<file path="src/hw/boot_bus_regs.svh">
`ifndef BOOT_BUS_REGS_SVH
`define BOOT_BUS_REGS_SVH

// register byte offsets on the apb slave
`define OFF_CTRL 12'h000
`define OFF_DMA_CFG 12'h004
`define OFF_DMA_IADDR 12'h008
`define OFF_DMA_EADDR 12'h00c
`define OFF_DMA_COUNT 12'h010
`define OFF_STATUS 12'h014

// control register fields
`define CTRL_GO_BIT 0
`define CTRL_HOLD_BIT 1

// byte dma configuration fields
`define CFG_DIR_BIT 0
`define CFG_FMT_LSB 1
`define CFG_FMT_MSB 2
`define CFG_PAGE_LSB 3
`define CFG_PAGE_MSB 10

// reset and boot defaults
`define GO_RST 1'h0
`define HOLD_RST 1'h0
`define DIR_RST 1'h0
`define FMT_PM24 2'h0
`define PAGE_RST 8'h00
`define ADDR_RST 14'h0000
`define BOOT_WORDS 14'h0020

// boot configuration pin codes, ordered {c, b, a}
`define MODE_BYTE_FULL 3'h0
`define MODE_NO_BOOT 3'h2
`define MODE_BYTE_HOST 3'h4
`define MODE_HOST_PORT 3'h5

`endif

</file>
<file path="src/hw/boot_bus_pkg.sv">
package boot_bus_pkg;

    typedef enum logic [1:0] {
        ST_CHIP_RESET,
        ST_BYTE_BOOT,
        ST_HOST_BOOT,
        ST_RUN
    } boot_state_t;

    typedef struct packed {
        logic meta;
        logic stable;
    } sync_state_t;

    typedef struct packed {
        logic [13:0] count;
    } count_state_t;

    typedef struct packed {
        boot_state_t st;
        logic chip_rst_n;
        logic [2:0] mode;
        logic host_mode;
        logic ext_start;
        logic go_mode;
        logic hold;
        logic dir;
        logic [1:0] fmt;
        logic [7:0] page;
        logic [13:0] iaddr;
        logic [13:0] eaddr;
        logic busy;
        logic grant;
        logic hung;
        logic run;
        logic ctx_clear;
        logic drive_en;
        logic upper_addr_en;
        logic dma_go;
        logic pready;
        logic pslverr;
        logic [31:0] prdata;
    } ctrl_state_t;

endpackage

</file>
<file path="src/hw/boot_bus_ctrl.sv">
// Notes on behaviour
// mode 000: byte boot 32 words, full
// mode 010: no boot, run external 0
// mode 100: byte boot 32 words, host
// mode 101: host port boot, wait pm0
// byte boot starts at reset release
// boot clears fields, format 0, count 32
// boot sets hold, restart at 0
// host byte dma drives only low bit
// master holds request while using bus
// idle bus: grant, float, halt next cycle
// go mode halts only on external access
// busy bus: grant after access ends
// grant may fall between two accesses
// request gone: release grant, drive, resume
// arbitration works during boot and reset
// hung flag when stalled by grant
// master releases request on hung
// return clears grant and hung
// sample mode pins at reset rise
// hold: stop, clear, restart at 0
// nonzero count write starts dma
// reserved modes act as no boot
// request passes two flip-flops first
//
// The placing of the registers and register access over APB were left to the implementer.
`include "boot_bus_regs.svh"
`timescale 1ns/1ps
`default_nettype none

module boot_bus_ctrl
    import boot_bus_pkg::*;
(
    input wire logic pclk,
    input wire logic presetn,
    input wire logic psel,
    input wire logic penable,
    input wire logic pwrite,
    input wire logic [11:0] paddr,
    input wire logic [31:0] pwdata,
    output logic [31:0] prdata,
    output logic pready,
    output logic pslverr,
    input wire logic chip_reset_n,
    input wire logic [2:0] mode_pins,
    input wire logic bus_request_n,
    input wire logic ext_access_active,
    input wire logic ext_access_pending,
    input wire logic cpu_ready,
    input wire logic dma_word_done,
    input wire logic host_pm0_written,
    output logic bus_grant_n,
    output logic bus_grant_hung_n,
    output logic bus_drive_en,
    output logic upper_addr_drive_en,
    output logic cpu_run,
    output logic cpu_context_clear,
    output logic exec_from_external,
    output logic host_mode,
    output logic byte_dma_go,
    output logic byte_dma_direction,
    output logic [1:0] transfer_format,
    output logic [7:0] byte_mem_page_start,
    output logic [13:0] internal_start_addr,
    output logic [13:0] external_start_addr
);

    ctrl_state_t s_q;
    ctrl_state_t s_d;
    logic br_sync_n;
    logic [13:0] word_transfer_count;
    logic cnt_load;
    logic [13:0] cnt_val;

    request_sync u_req_sync (
        .pclk(pclk),
        .presetn(presetn),
        .async_n(bus_request_n),
        .sync_n(br_sync_n)
    );

    word_counter u_count (
        .pclk(pclk),
        .presetn(presetn),
        .load(cnt_load),
        .load_val(cnt_val),
        .dec(dma_word_done),
        .count_q(word_transfer_count)
    );

    function automatic logic is_mapped(input logic [11:0] a);
        return a == `OFF_CTRL || a == `OFF_DMA_CFG || a == `OFF_DMA_IADDR ||
               a == `OFF_DMA_EADDR || a == `OFF_DMA_COUNT || a == `OFF_STATUS;
    endfunction

    logic setup;
    logic wr;
    logic rel;
    logic byte_boot;

    always_comb begin
        s_d = s_q;
        setup = psel && !penable;
        wr = psel && penable && pwrite && s_q.pready && !s_q.pslverr;
        rel = chip_reset_n && !s_q.chip_rst_n;
        byte_boot = mode_pins == `MODE_BYTE_FULL || mode_pins == `MODE_BYTE_HOST;
        cnt_load = 1'b0;
        cnt_val = pwdata[13:0];
        s_d.chip_rst_n = chip_reset_n;
        s_d.busy = word_transfer_count != 14'h0000;
        s_d.ctx_clear = 1'b0;

        // apb: answer in the first access cycle
        s_d.pready = setup;
        s_d.pslverr = setup && !is_mapped(paddr);
        s_d.prdata = 32'h0000_0000;
        if (setup && !pwrite) begin
            unique case (paddr)
                `OFF_CTRL: s_d.prdata = {30'h0, s_q.hold, s_q.go_mode};
                `OFF_DMA_CFG: s_d.prdata = {21'h0, s_q.page, s_q.fmt, s_q.dir};
                `OFF_DMA_IADDR: s_d.prdata = {18'h0, s_q.iaddr};
                `OFF_DMA_EADDR: s_d.prdata = {18'h0, s_q.eaddr};
                `OFF_DMA_COUNT: s_d.prdata = {18'h0, word_transfer_count};
                `OFF_STATUS: s_d.prdata = {21'h0, s_q.st, s_q.mode, s_q.ext_start,
                    s_q.host_mode, s_q.busy, s_q.hung, s_q.grant, s_q.run};
                default: s_d.prdata = 32'h0000_0000;
            endcase
        end
        if (wr) begin
            unique case (paddr)
                `OFF_CTRL: begin
                    s_d.go_mode = pwdata[`CTRL_GO_BIT];
                    s_d.hold = pwdata[`CTRL_HOLD_BIT];
                end
                `OFF_DMA_CFG: begin
                    s_d.dir = pwdata[`CFG_DIR_BIT];
                    s_d.fmt = pwdata[`CFG_FMT_MSB:`CFG_FMT_LSB];
                    s_d.page = pwdata[`CFG_PAGE_MSB:`CFG_PAGE_LSB];
                end
                `OFF_DMA_IADDR: s_d.iaddr = pwdata[13:0];
                `OFF_DMA_EADDR: s_d.eaddr = pwdata[13:0];
                `OFF_DMA_COUNT: cnt_load = 1'b1;
                default: ;
            endcase
        end

        // boot sequencing on the chip reset, apart from the bus logic
        if (!chip_reset_n) begin
            s_d.st = ST_CHIP_RESET;
        end else if (rel) begin
            s_d.mode = mode_pins;
            s_d.host_mode = mode_pins[2];
            s_d.ext_start = 1'b0;
            if (byte_boot) begin
                s_d.st = ST_BYTE_BOOT;
                s_d.dir = `DIR_RST;
                s_d.page = `PAGE_RST;
                s_d.iaddr = `ADDR_RST;
                s_d.eaddr = `ADDR_RST;
                s_d.fmt = `FMT_PM24;
                cnt_load = 1'b1;
                cnt_val = `BOOT_WORDS;
                s_d.hold = 1'b1;
            end else if (mode_pins == `MODE_HOST_PORT) begin
                s_d.st = ST_HOST_BOOT;
                s_d.hold = `HOLD_RST;
            end else begin
                // reserved codes fall back to the no-boot start
                s_d.st = ST_RUN;
                s_d.host_mode = 1'b0;
                s_d.ext_start = 1'b1;
                s_d.hold = `HOLD_RST;
                s_d.ctx_clear = 1'b1;
            end
        end else begin
            unique case (s_q.st)
                ST_BYTE_BOOT: if (s_q.busy && !s_d.busy) s_d.st = ST_RUN;
                ST_HOST_BOOT: if (host_pm0_written) begin
                    s_d.st = ST_RUN;
                    s_d.ctx_clear = 1'b1;
                end
                ST_RUN, ST_CHIP_RESET: ;
            endcase
        end
        // a finished held transfer restarts the core at 0
        if (chip_reset_n && s_q.hold && s_q.busy && !s_d.busy) begin
            s_d.ctx_clear = 1'b1;
        end

        // arbitration never looks at chip reset
        if (br_sync_n) begin
            s_d.grant = 1'b0;
        end else begin
            // request stays asserted while the master owns the bus
            s_d.grant = s_q.grant || !ext_access_active;
        end
        s_d.hung = s_d.grant && cpu_ready && (!s_d.go_mode || ext_access_pending);
        s_d.run = s_d.st == ST_RUN && !(s_d.hold && s_d.busy) &&
                  !(s_d.grant && (!s_d.go_mode || ext_access_pending));
        s_d.drive_en = !s_d.grant;
        s_d.dma_go = s_d.busy && !s_d.grant && !ext_access_active;
        // host mode byte dma: outside logic builds the upper address
        s_d.upper_addr_en = s_d.drive_en && !(s_d.host_mode && s_d.dma_go);
    end

    always_ff @(posedge pclk or negedge presetn) begin
        if (!presetn) begin
            s_q <= '{st: ST_CHIP_RESET, chip_rst_n: 1'b0, mode: 3'h0, host_mode: 1'b0,
                     ext_start: 1'b0, go_mode: `GO_RST, hold: `HOLD_RST, dir: `DIR_RST,
                     fmt: `FMT_PM24, page: `PAGE_RST, iaddr: `ADDR_RST,
                     eaddr: `ADDR_RST, busy: 1'b0, grant: 1'b0, hung: 1'b0,
                     run: 1'b0, ctx_clear: 1'b0, drive_en: 1'b1,
                     upper_addr_en: 1'b1, dma_go: 1'b0, pready: 1'b0,
                     pslverr: 1'b0, prdata: 32'h0000_0000};
        end else begin
            s_q <= s_d;
        end
    end

    assign prdata = s_q.prdata;
    assign pready = s_q.pready;
    assign pslverr = s_q.pslverr;
    assign bus_grant_n = !s_q.grant;
    assign bus_grant_hung_n = !s_q.hung;
    assign bus_drive_en = s_q.drive_en;
    assign upper_addr_drive_en = s_q.upper_addr_en;
    assign cpu_run = s_q.run;
    assign cpu_context_clear = s_q.ctx_clear;
    assign exec_from_external = s_q.ext_start;
    assign host_mode = s_q.host_mode;
    assign byte_dma_go = s_q.dma_go;
    assign byte_dma_direction = s_q.dir;
    assign transfer_format = s_q.fmt;
    assign byte_mem_page_start = s_q.page;
    assign internal_start_addr = s_q.iaddr;
    assign external_start_addr = s_q.eaddr;
endmodule

`default_nettype wire

</file>
<file path="src/hw/request_sync.sv">
`timescale 1ns/1ps
`default_nettype none

module request_sync
    import boot_bus_pkg::*;
(
    input wire logic pclk,
    input wire logic presetn,
    input wire logic async_n,
    output logic sync_n
);

    sync_state_t s_q;
    sync_state_t s_d;

    // first stage feeds only the second one
    always_comb begin
        s_d = s_q;
        s_d.meta = async_n;
        s_d.stable = s_q.meta;
    end

    always_ff @(posedge pclk or negedge presetn) begin
        if (!presetn) begin
            s_q <= '{meta: 1'b1, stable: 1'b1};
        end else begin
            s_q <= s_d;
        end
    end

    assign sync_n = s_q.stable;

endmodule

`default_nettype wire

</file>
<file path="src/hw/word_counter.sv">
`timescale 1ns/1ps
`default_nettype none

module word_counter
    import boot_bus_pkg::*;
(
    input wire logic pclk,
    input wire logic presetn,
    input wire logic load,
    input wire logic [13:0] load_val,
    input wire logic dec,
    output logic [13:0] count_q
);

    count_state_t s_q;
    count_state_t s_d;

    // a load beats a decrement landing in the same cycle
    always_comb begin
        s_d = s_q;
        if (load) begin
            s_d.count = load_val;
        end else if (dec && s_q.count != 14'h0000) begin
            s_d.count = s_q.count - 14'h0001;
        end
    end

    always_ff @(posedge pclk or negedge presetn) begin
        if (!presetn) begin
            s_q <= '{count: 14'h0000};
        end else begin
            s_q <= s_d;
        end
    end

    assign count_q = s_q.count;

endmodule

`default_nettype wire

</file>
<file path="config.mk">
export PLATFORM = sky130hd
export DESIGN_NAME = boot_bus_ctrl
export DESIGN_NICKNAME = d
export VERILOG_FILES = /design/src/hw/boot_bus_pkg.sv /design/src/hw/boot_bus_ctrl.sv /design/src/hw/request_sync.sv /design/src/hw/word_counter.sv
export VERILOG_INCLUDE_DIRS = /design/src /design/src/hw
export SDC_FILE = /design/constraint.sdc
export NUM_CORES = 1
export LEC_CHECK = 0
export BUFFER_PORTS_ARGS = -buffer_cell sky130_fd_sc_hd__buf_2
export CAP_MARGIN = 20
export CORE_MARGIN = 8
export CORE_UTILIZATION = 48
export DETAILED_ROUTE_END_ITERATION = 8
export PLACE_DENSITY_LB_ADDON = 0.05
export SYNTH_ARGS = -nofsm -noshare
export SYNTH_HDL_FRONTEND = slang
export SYNTH_HIERARCHICAL = 1
export SYNTH_SLANG_ARGS = --single-unit
</file>
<file path="constraint.sdc">
create_clock -name pclk -period 2.68 [get_ports pclk]
set_clock_uncertainty 0.2 [all_clocks]
set_input_delay 0.134 -clock pclk [delete_from_list [all_inputs] [get_ports pclk]]
set_output_delay 0.134 -clock pclk [all_outputs]
set_load 0.01 [all_outputs]
</file>
## After elaboration in Yosys (flattened, before gate mapping)

Cells that the tools add are included.

- Register bits after elaboration: 107
- Bits in latches: 0
- Bits in writable memories: 0
- ROM bits: 0
- Input port bits: 59
- Output and inout bits: 82
- Logic and storage cells: 127
- Memories kept: 0

- Add/sub/neg operators: 1
- Multiply operators: 0
- Divide/modulo/power cells: 0
- Magnitude comparators: 0
- Equal/unequal tests: 10
- Shift operators: 0
- Multiplexer cells: 40
- Bitwise operators: 0
- Reduce and logical (&&, ||, !) cells: 50

Operators by type and width:

| cell | count |
|---|---|
| two-way mux 14 bit | 7 |
| one-hot mux 14 bit (6 select lines) | 1 |
| two-way mux 40 bit | 2 |
| two-way mux 41 bit | 1 |
| two-way mux 39 bit | 1 |
| two-way mux 32 bit | 1 |
| equality test 12 x 4 -> 1 bit, second input constant | 2 |
| equality test 12 x 5 -> 1 bit, second input constant | 2 |
| logical AND 1 bit | 23 |
| two-way mux 2 bit | 10 |
| two-way mux 1 bit | 15 |
| zero test 1 bit | 14 |
| nonzero test 14 bit | 1 |
| subtractor 14 x 1 -> 14 bit, second input constant | 1 |
| equality test 12 x 3 -> 1 bit, second input constant | 1 |
| zero test 12 bit | 1 |
| two-way mux 11 bit | 1 |
| logical OR 1 bit | 8 |
| equality test 3 bit, second input constant | 2 |
| equality test 2 bit, second input constant | 2 |
| one-hot mux 2 bit (2 select lines) | 1 |
| zero test 3 bit | 1 |
| equality test 2 x 1 -> 1 bit, second input constant | 1 |
| AND reduction 2 bit | 1 |
| nonzero test 2 bit | 1 |

## Depth between registers and ports, before layout

- Word-level depth: 12
- Mapped depth: 12
- Mapped depth without buffers: 9

## Cells and area by module

The synthesis kept the hierarchy.

Modules (own cells, without submodules):

| module | times used | cells an instance | area an instance (µm²) | seq. area each (µm²) |
|---|---|---|---|---|
| boot_bus_ctrl | 1 | 427 | 4086.4 | 1829.3 |
| word_counter | 1 | 105 | 950.9 | 350.3 |
| request_sync | 1 | 2 | 52.6 | 52.6 |

## Worst setup path after synthesis

Ideal clock, no wire load.

- Path type: input -> register
- From: input paddr[7]
- To: register u_count.s_q (netlist bit u_count/count_q[10])
- Setup time: 141 ps
- Arrival time: 2493 ps
- Required time: 2339 ps
- Slack: -154 ps
- Stages: 12
- Buffers on the path: 4
- Cell sequence: or4_4 -> nor4_4 -> and3b_1 -> buf_6 -> buf_12 -> nand2_1 -> nand2_1 -> clkbuf_1 -> inv_1 -> clkbuf_1 -> o311ai_0 -> nand3_1

- Word-level cells in the longest chain between the ends: 7
- Elaborated cells on any way between the ends: 8
- Classes of those cells: eq/ne (1); mux (6); reduce/logical (1)

Ends and longest elaborated chain:

| what | RTL line | text |
|---|---|---|
| from (decl) | boot_bus_ctrl.sv:39 | `input wire logic [11:0] paddr,` |
| equality test 12 x 5 -> 1 bit (*) | boot_bus_ctrl.sv:130 | `unique case (paddr)` |
| two-way mux 1 bit (*) | boot_bus_ctrl.sv:130 |  |
| two-way mux 1 bit (*) | boot_bus_ctrl.sv:129 | `if (wr) begin` |
| two-way mux 1 bit | boot_bus_ctrl.sv:154 | `if (byte_boot) begin` |
| two-way mux 1 bit | boot_bus_ctrl.sv:150 | `end else if (rel) begin` |
| two-way mux 1 bit (*) | boot_bus_ctrl.sv:148 | `if (!chip_reset_n) begin` |
| net cnt_load | boot_bus_ctrl.sv:72 | `logic cnt_load;` |
| two-way mux 14 bit or nonzero test 2 bit (tied branches) | n/a |  |
| to (signal assigned) | word_counter.sv:30 | `s_q <= '{count: 14'h0000};` |
| to (decl) | word_counter.sv:15 | `count_state_t s_q;` |

Mark *: on every way through the listed nets, which the timed path passes. The rest lies on a longest branch.
A chain may end at the register's enable or synchronous reset.

==> impl_metrics.csv <==
group,metric,value,unit
sta,final.setup.tns,0,ps
place,pre_cts_ws,268,ps
pwr,vdd_drop_max,250,uV
routing,avgRoutedWirePerCell,18.9,um
worst_setup_path,critPathCaptureType,"flop",
routing,first_pass_iters,5,
floorplan,core,10300,um^2
logic_synthesis,synth_compound_area_frac,0.153,
global_route,track_usage,0.201,
logic_synthesis,muxShareOfSynthArea,0.0408,
floorplan,dieArea,14200,um^2
routing,drc,0,
global_route,grt_pass1_vias,4236,
layout,drive_gt1_frac,0.282,
worst_setup_path,cpMostUsedCell,"dlygate4sd3_1",
layout,diodes,0,
logic_synthesis,ys.flop_type,"dfrtp_1",
clocking,cts_setup_buffers,0,
routing,routed_wl,14.3,mm
routing,drt_iter0_markers,325,
sta,final_hold_viol_count,0,
logic_synthesis,ys_seq_area_frac,0.439,
worst_setup_path,critPathBufInv,4,
sta,clock.fmax,421,MHz
clocking,clock_latency,360,ps
logic_synthesis,synth_top_cell_area_share,0.418,
logic_synthesis,synth-simple-area-share,0.200,
logic_synthesis,syn_area_per_cell,9.53,um^2
sta,layout_min_cycle_time,2370,ps
layout,fill_cells,986,
job,maxCapViolCount,0,
sta,slew_violations,0,
logic_synthesis,yosysMostFrequentCell,"dfrtp_1",
layout,areaGrowthSynthToFinish,13.6,%
worst_setup_path,crit_type,"in2reg",
sta,rsz0062_at_grt,"no",
place,port_buffers,104,
clocking,clk_pin_slew_worst_paths,100,ps
logic_synthesis,yosys-top-cells-area,"dfrtp_1 (42%), buf_4 (10%), nand3_1 (4.5%)",
place,hpwl,10.5,mm
logic_synthesis,synth_top_cell_by_area,"dfrtp_1",
sta,setup_viol,0,
floorplan,rows,37,
clocking,cts-root-buf,"clkbuf_8",
floorplan,ioPinCount,141,
sta,worst_slack,307,ps
worst_setup_path,crit_chain,"dlygate4sd3_1 -> buf_2 -> nand4_1 -> nor2_2 -> buf_4 -> and4_2 -> o21bai_1 -> and3_1 -> dlygate4sd3_1",
logic_synthesis,synth_edf_count,0,
logic_synthesis,syn_area,5090,um^2
sta,tightestPinTransition,543,ps
worst_setup_path,cp_slowest_stage_delay,540,ps
logic_synthesis,syn_inst,534,
pwr,leakage,0.00283,uW
floorplan,die_w,119,um
clocking,clk_path_buf_depth,2,
routing,ant_nets,0,
logic_synthesis,synth_xor_area_frac,0,
sta,finalCritPeriodShare,0.885,
layout,finalNetCount,678,
sta,slew_headroom,0.638,
worst_setup_path,cp_slowest_cell,"dlygate4sd3_1",
worst_setup_path,cp.arrival,2420,ps
clocking,cts.sinks,89,
worst_setup_path,required,2720,ps
global_route,grt_max_degree,51,
pwr,power_density,539,nW/um^2
logic_synthesis,synth_top_family_by_area,"simple AND/OR/NAND/NOR gates",
global_route,antenna_found_initial,0,
global_route,grt_pass1_wl,22.9,mm
floorplan,start_util,0.493,
floorplan,die-height,119,um
clocking,hold_buffers,32,
hold_path,hold_class,"in2async",
run_status,outcome,"finished clean",
logic_synthesis,yosys.area_share.adder,0.00737,
logic_synthesis,ys.warnings.count,6,
clocking,htreeDepth,3,
clocking,post_cts_resized,0,
place,place.gp.congestion,0.889,
pwr,finalPower,3110,uW
worst_setup_path,worst_setup_path_start_kind,"input pin",
logic_synthesis,ys_ff_latch,89,
worst_setup_path,crit_family,"buffers and inverters",
routing,via_per_inst,5.47,
logic_synthesis,synth_commonest_cells,"dfrtp_1 (85), buf_4 (71), nand2_1 (49)",
worst_setup_path,critPathMaxFanout,16,
logic_synthesis,ys_types,65,
clocking,cts_tree,"done",
clocking,cts_buffers,9,
logic_synthesis,synthArstFlopShare,1.00,
global_route,gr-total-overflow,0,
routing,vias,4142,
[flip-flops by register name (all words and copies together) (netlist names)]
| register | cells |
|---|---|
| bus_drive_en | 1 |
| byte_dma_direction | 1 |
| byte_dma_go | 1 |
| byte_mem_page_start | 8 |
| cpu_context_clear | 1 |
| cpu_run | 1 |
| exec_from_external | 1 |
| external_start_addr | 14 |
| host_mode | 1 |
| internal_start_addr | 14 |
| prdata | 14 |
| pready | 1 |
| pslverr | 1 |
| s_q | 11 |
| transfer_format | 2 |
| u_count/count_q | 14 |
| u_req_sync/s_d | 1 |
| u_req_sync/sync_n | 1 |
| upper_addr_drive_en | 1 |
[metrics by stage]
| stage | std cells | area [um^2] | hold WS, ps | util |
|---|---|---|---|---|
| final | 757 | 5780 | 93.2 | 0.560 |
| after CTS | 757 | 5780 | 108 | 0.560 |
| after floorplan | 551 | 5160 | -362 | - |
| after global placement | 709 | 5270 | -38.0 | 0.510 |
| after global routing | 757 | 5780 | 133 | 0.560 |
| after detailed placement | 709 | 5270 | -39.0 | 0.510 |
[worst register-to-register path, cell delays in order, from the launching register on]
cell	delay, ps
dfrtp_1	370
nand4_1	110
nor2_2	140
buf_4	270
and4_2	270
o21bai_1	100
and3_1	190
dlygate4sd3_1	540
[routing by layer]
metal | vias to the layer above | GRT usage | wire, um
li1 | 1967 | - | -
met1 | 2002 | 0.279 | 6700
met2 | 157 | 0.307 | 6560
met3 | 16 | 0.0411 | 853
met4 | 0 | 0.0617 | 214
met5 | - | 0 | 0
[cell type report]
class,count,area [um^2],share of cell area
flip-flops and latches,89,2230,0.386
multi-input cells,338,2110,0.366
repair buffers,151,968,0.168
well taps,136,170,0.0294
clock buffers,10,128,0.0221
inverters,27,101,0.0175
clock inverters,6,67.6,0.0117
[worst paths after layout]
path | endpoint | slack, ps | from | cells past startpoint
max reg2reg | s_q[39] | 370 | pready | 7
max in group asynchronous | prdata[9] | 1530 | presetn | 3
min | u_count/count_q[9] | 90 | presetn | 2
min reg2reg | u_req_sync/sync_n | 160 | u_req_sync/s_d[0] | 0
min in group pclk | u_req_sync/sync_n | 160 | u_req_sync/s_d[0] | 0
max | s_q[39] | 310 | pwrite | 9
[layout by cell type (no fill, tap or decap), drive strengths merged, types with 7 or more instances in the layout]
cell type	Yosys	final
buf	86	119
dfrtp	85	85
nand2	50	50
nand3	47	47
o21ai	38	38
dlygate4sd3	0	32
a21oi	30	30
inv	27	29
a22oi	22	22
conb	1	18
nor2	17	17
mux2	14	14
clkbuf	11	10
nor4	10	10
nor3	8	8
a31oi	7	7
or4	7	7
[kinds of logic after synthesis]
kind of cell,after synthesis
compound gates,121
fa+ha+maj,3
buf+inv,124
mux,19
other cells,1
flops,89
simple gates,177
[power breakdown]
| group | leakage (uW) | total [uW] | internal, uW | switching (uW) |
|---|---|---|---|---|
| combinational | 0.00157 | 514 | 228 | 286 |
| sequential | 0.00117 | 1650 | 1440 | 213 |
| clock | 0.0000933 | 947 | 437 | 509 |
| total | 0.00283 | 3110 | 2100 | 1010 |
Power figures use the tool's default switching activity.
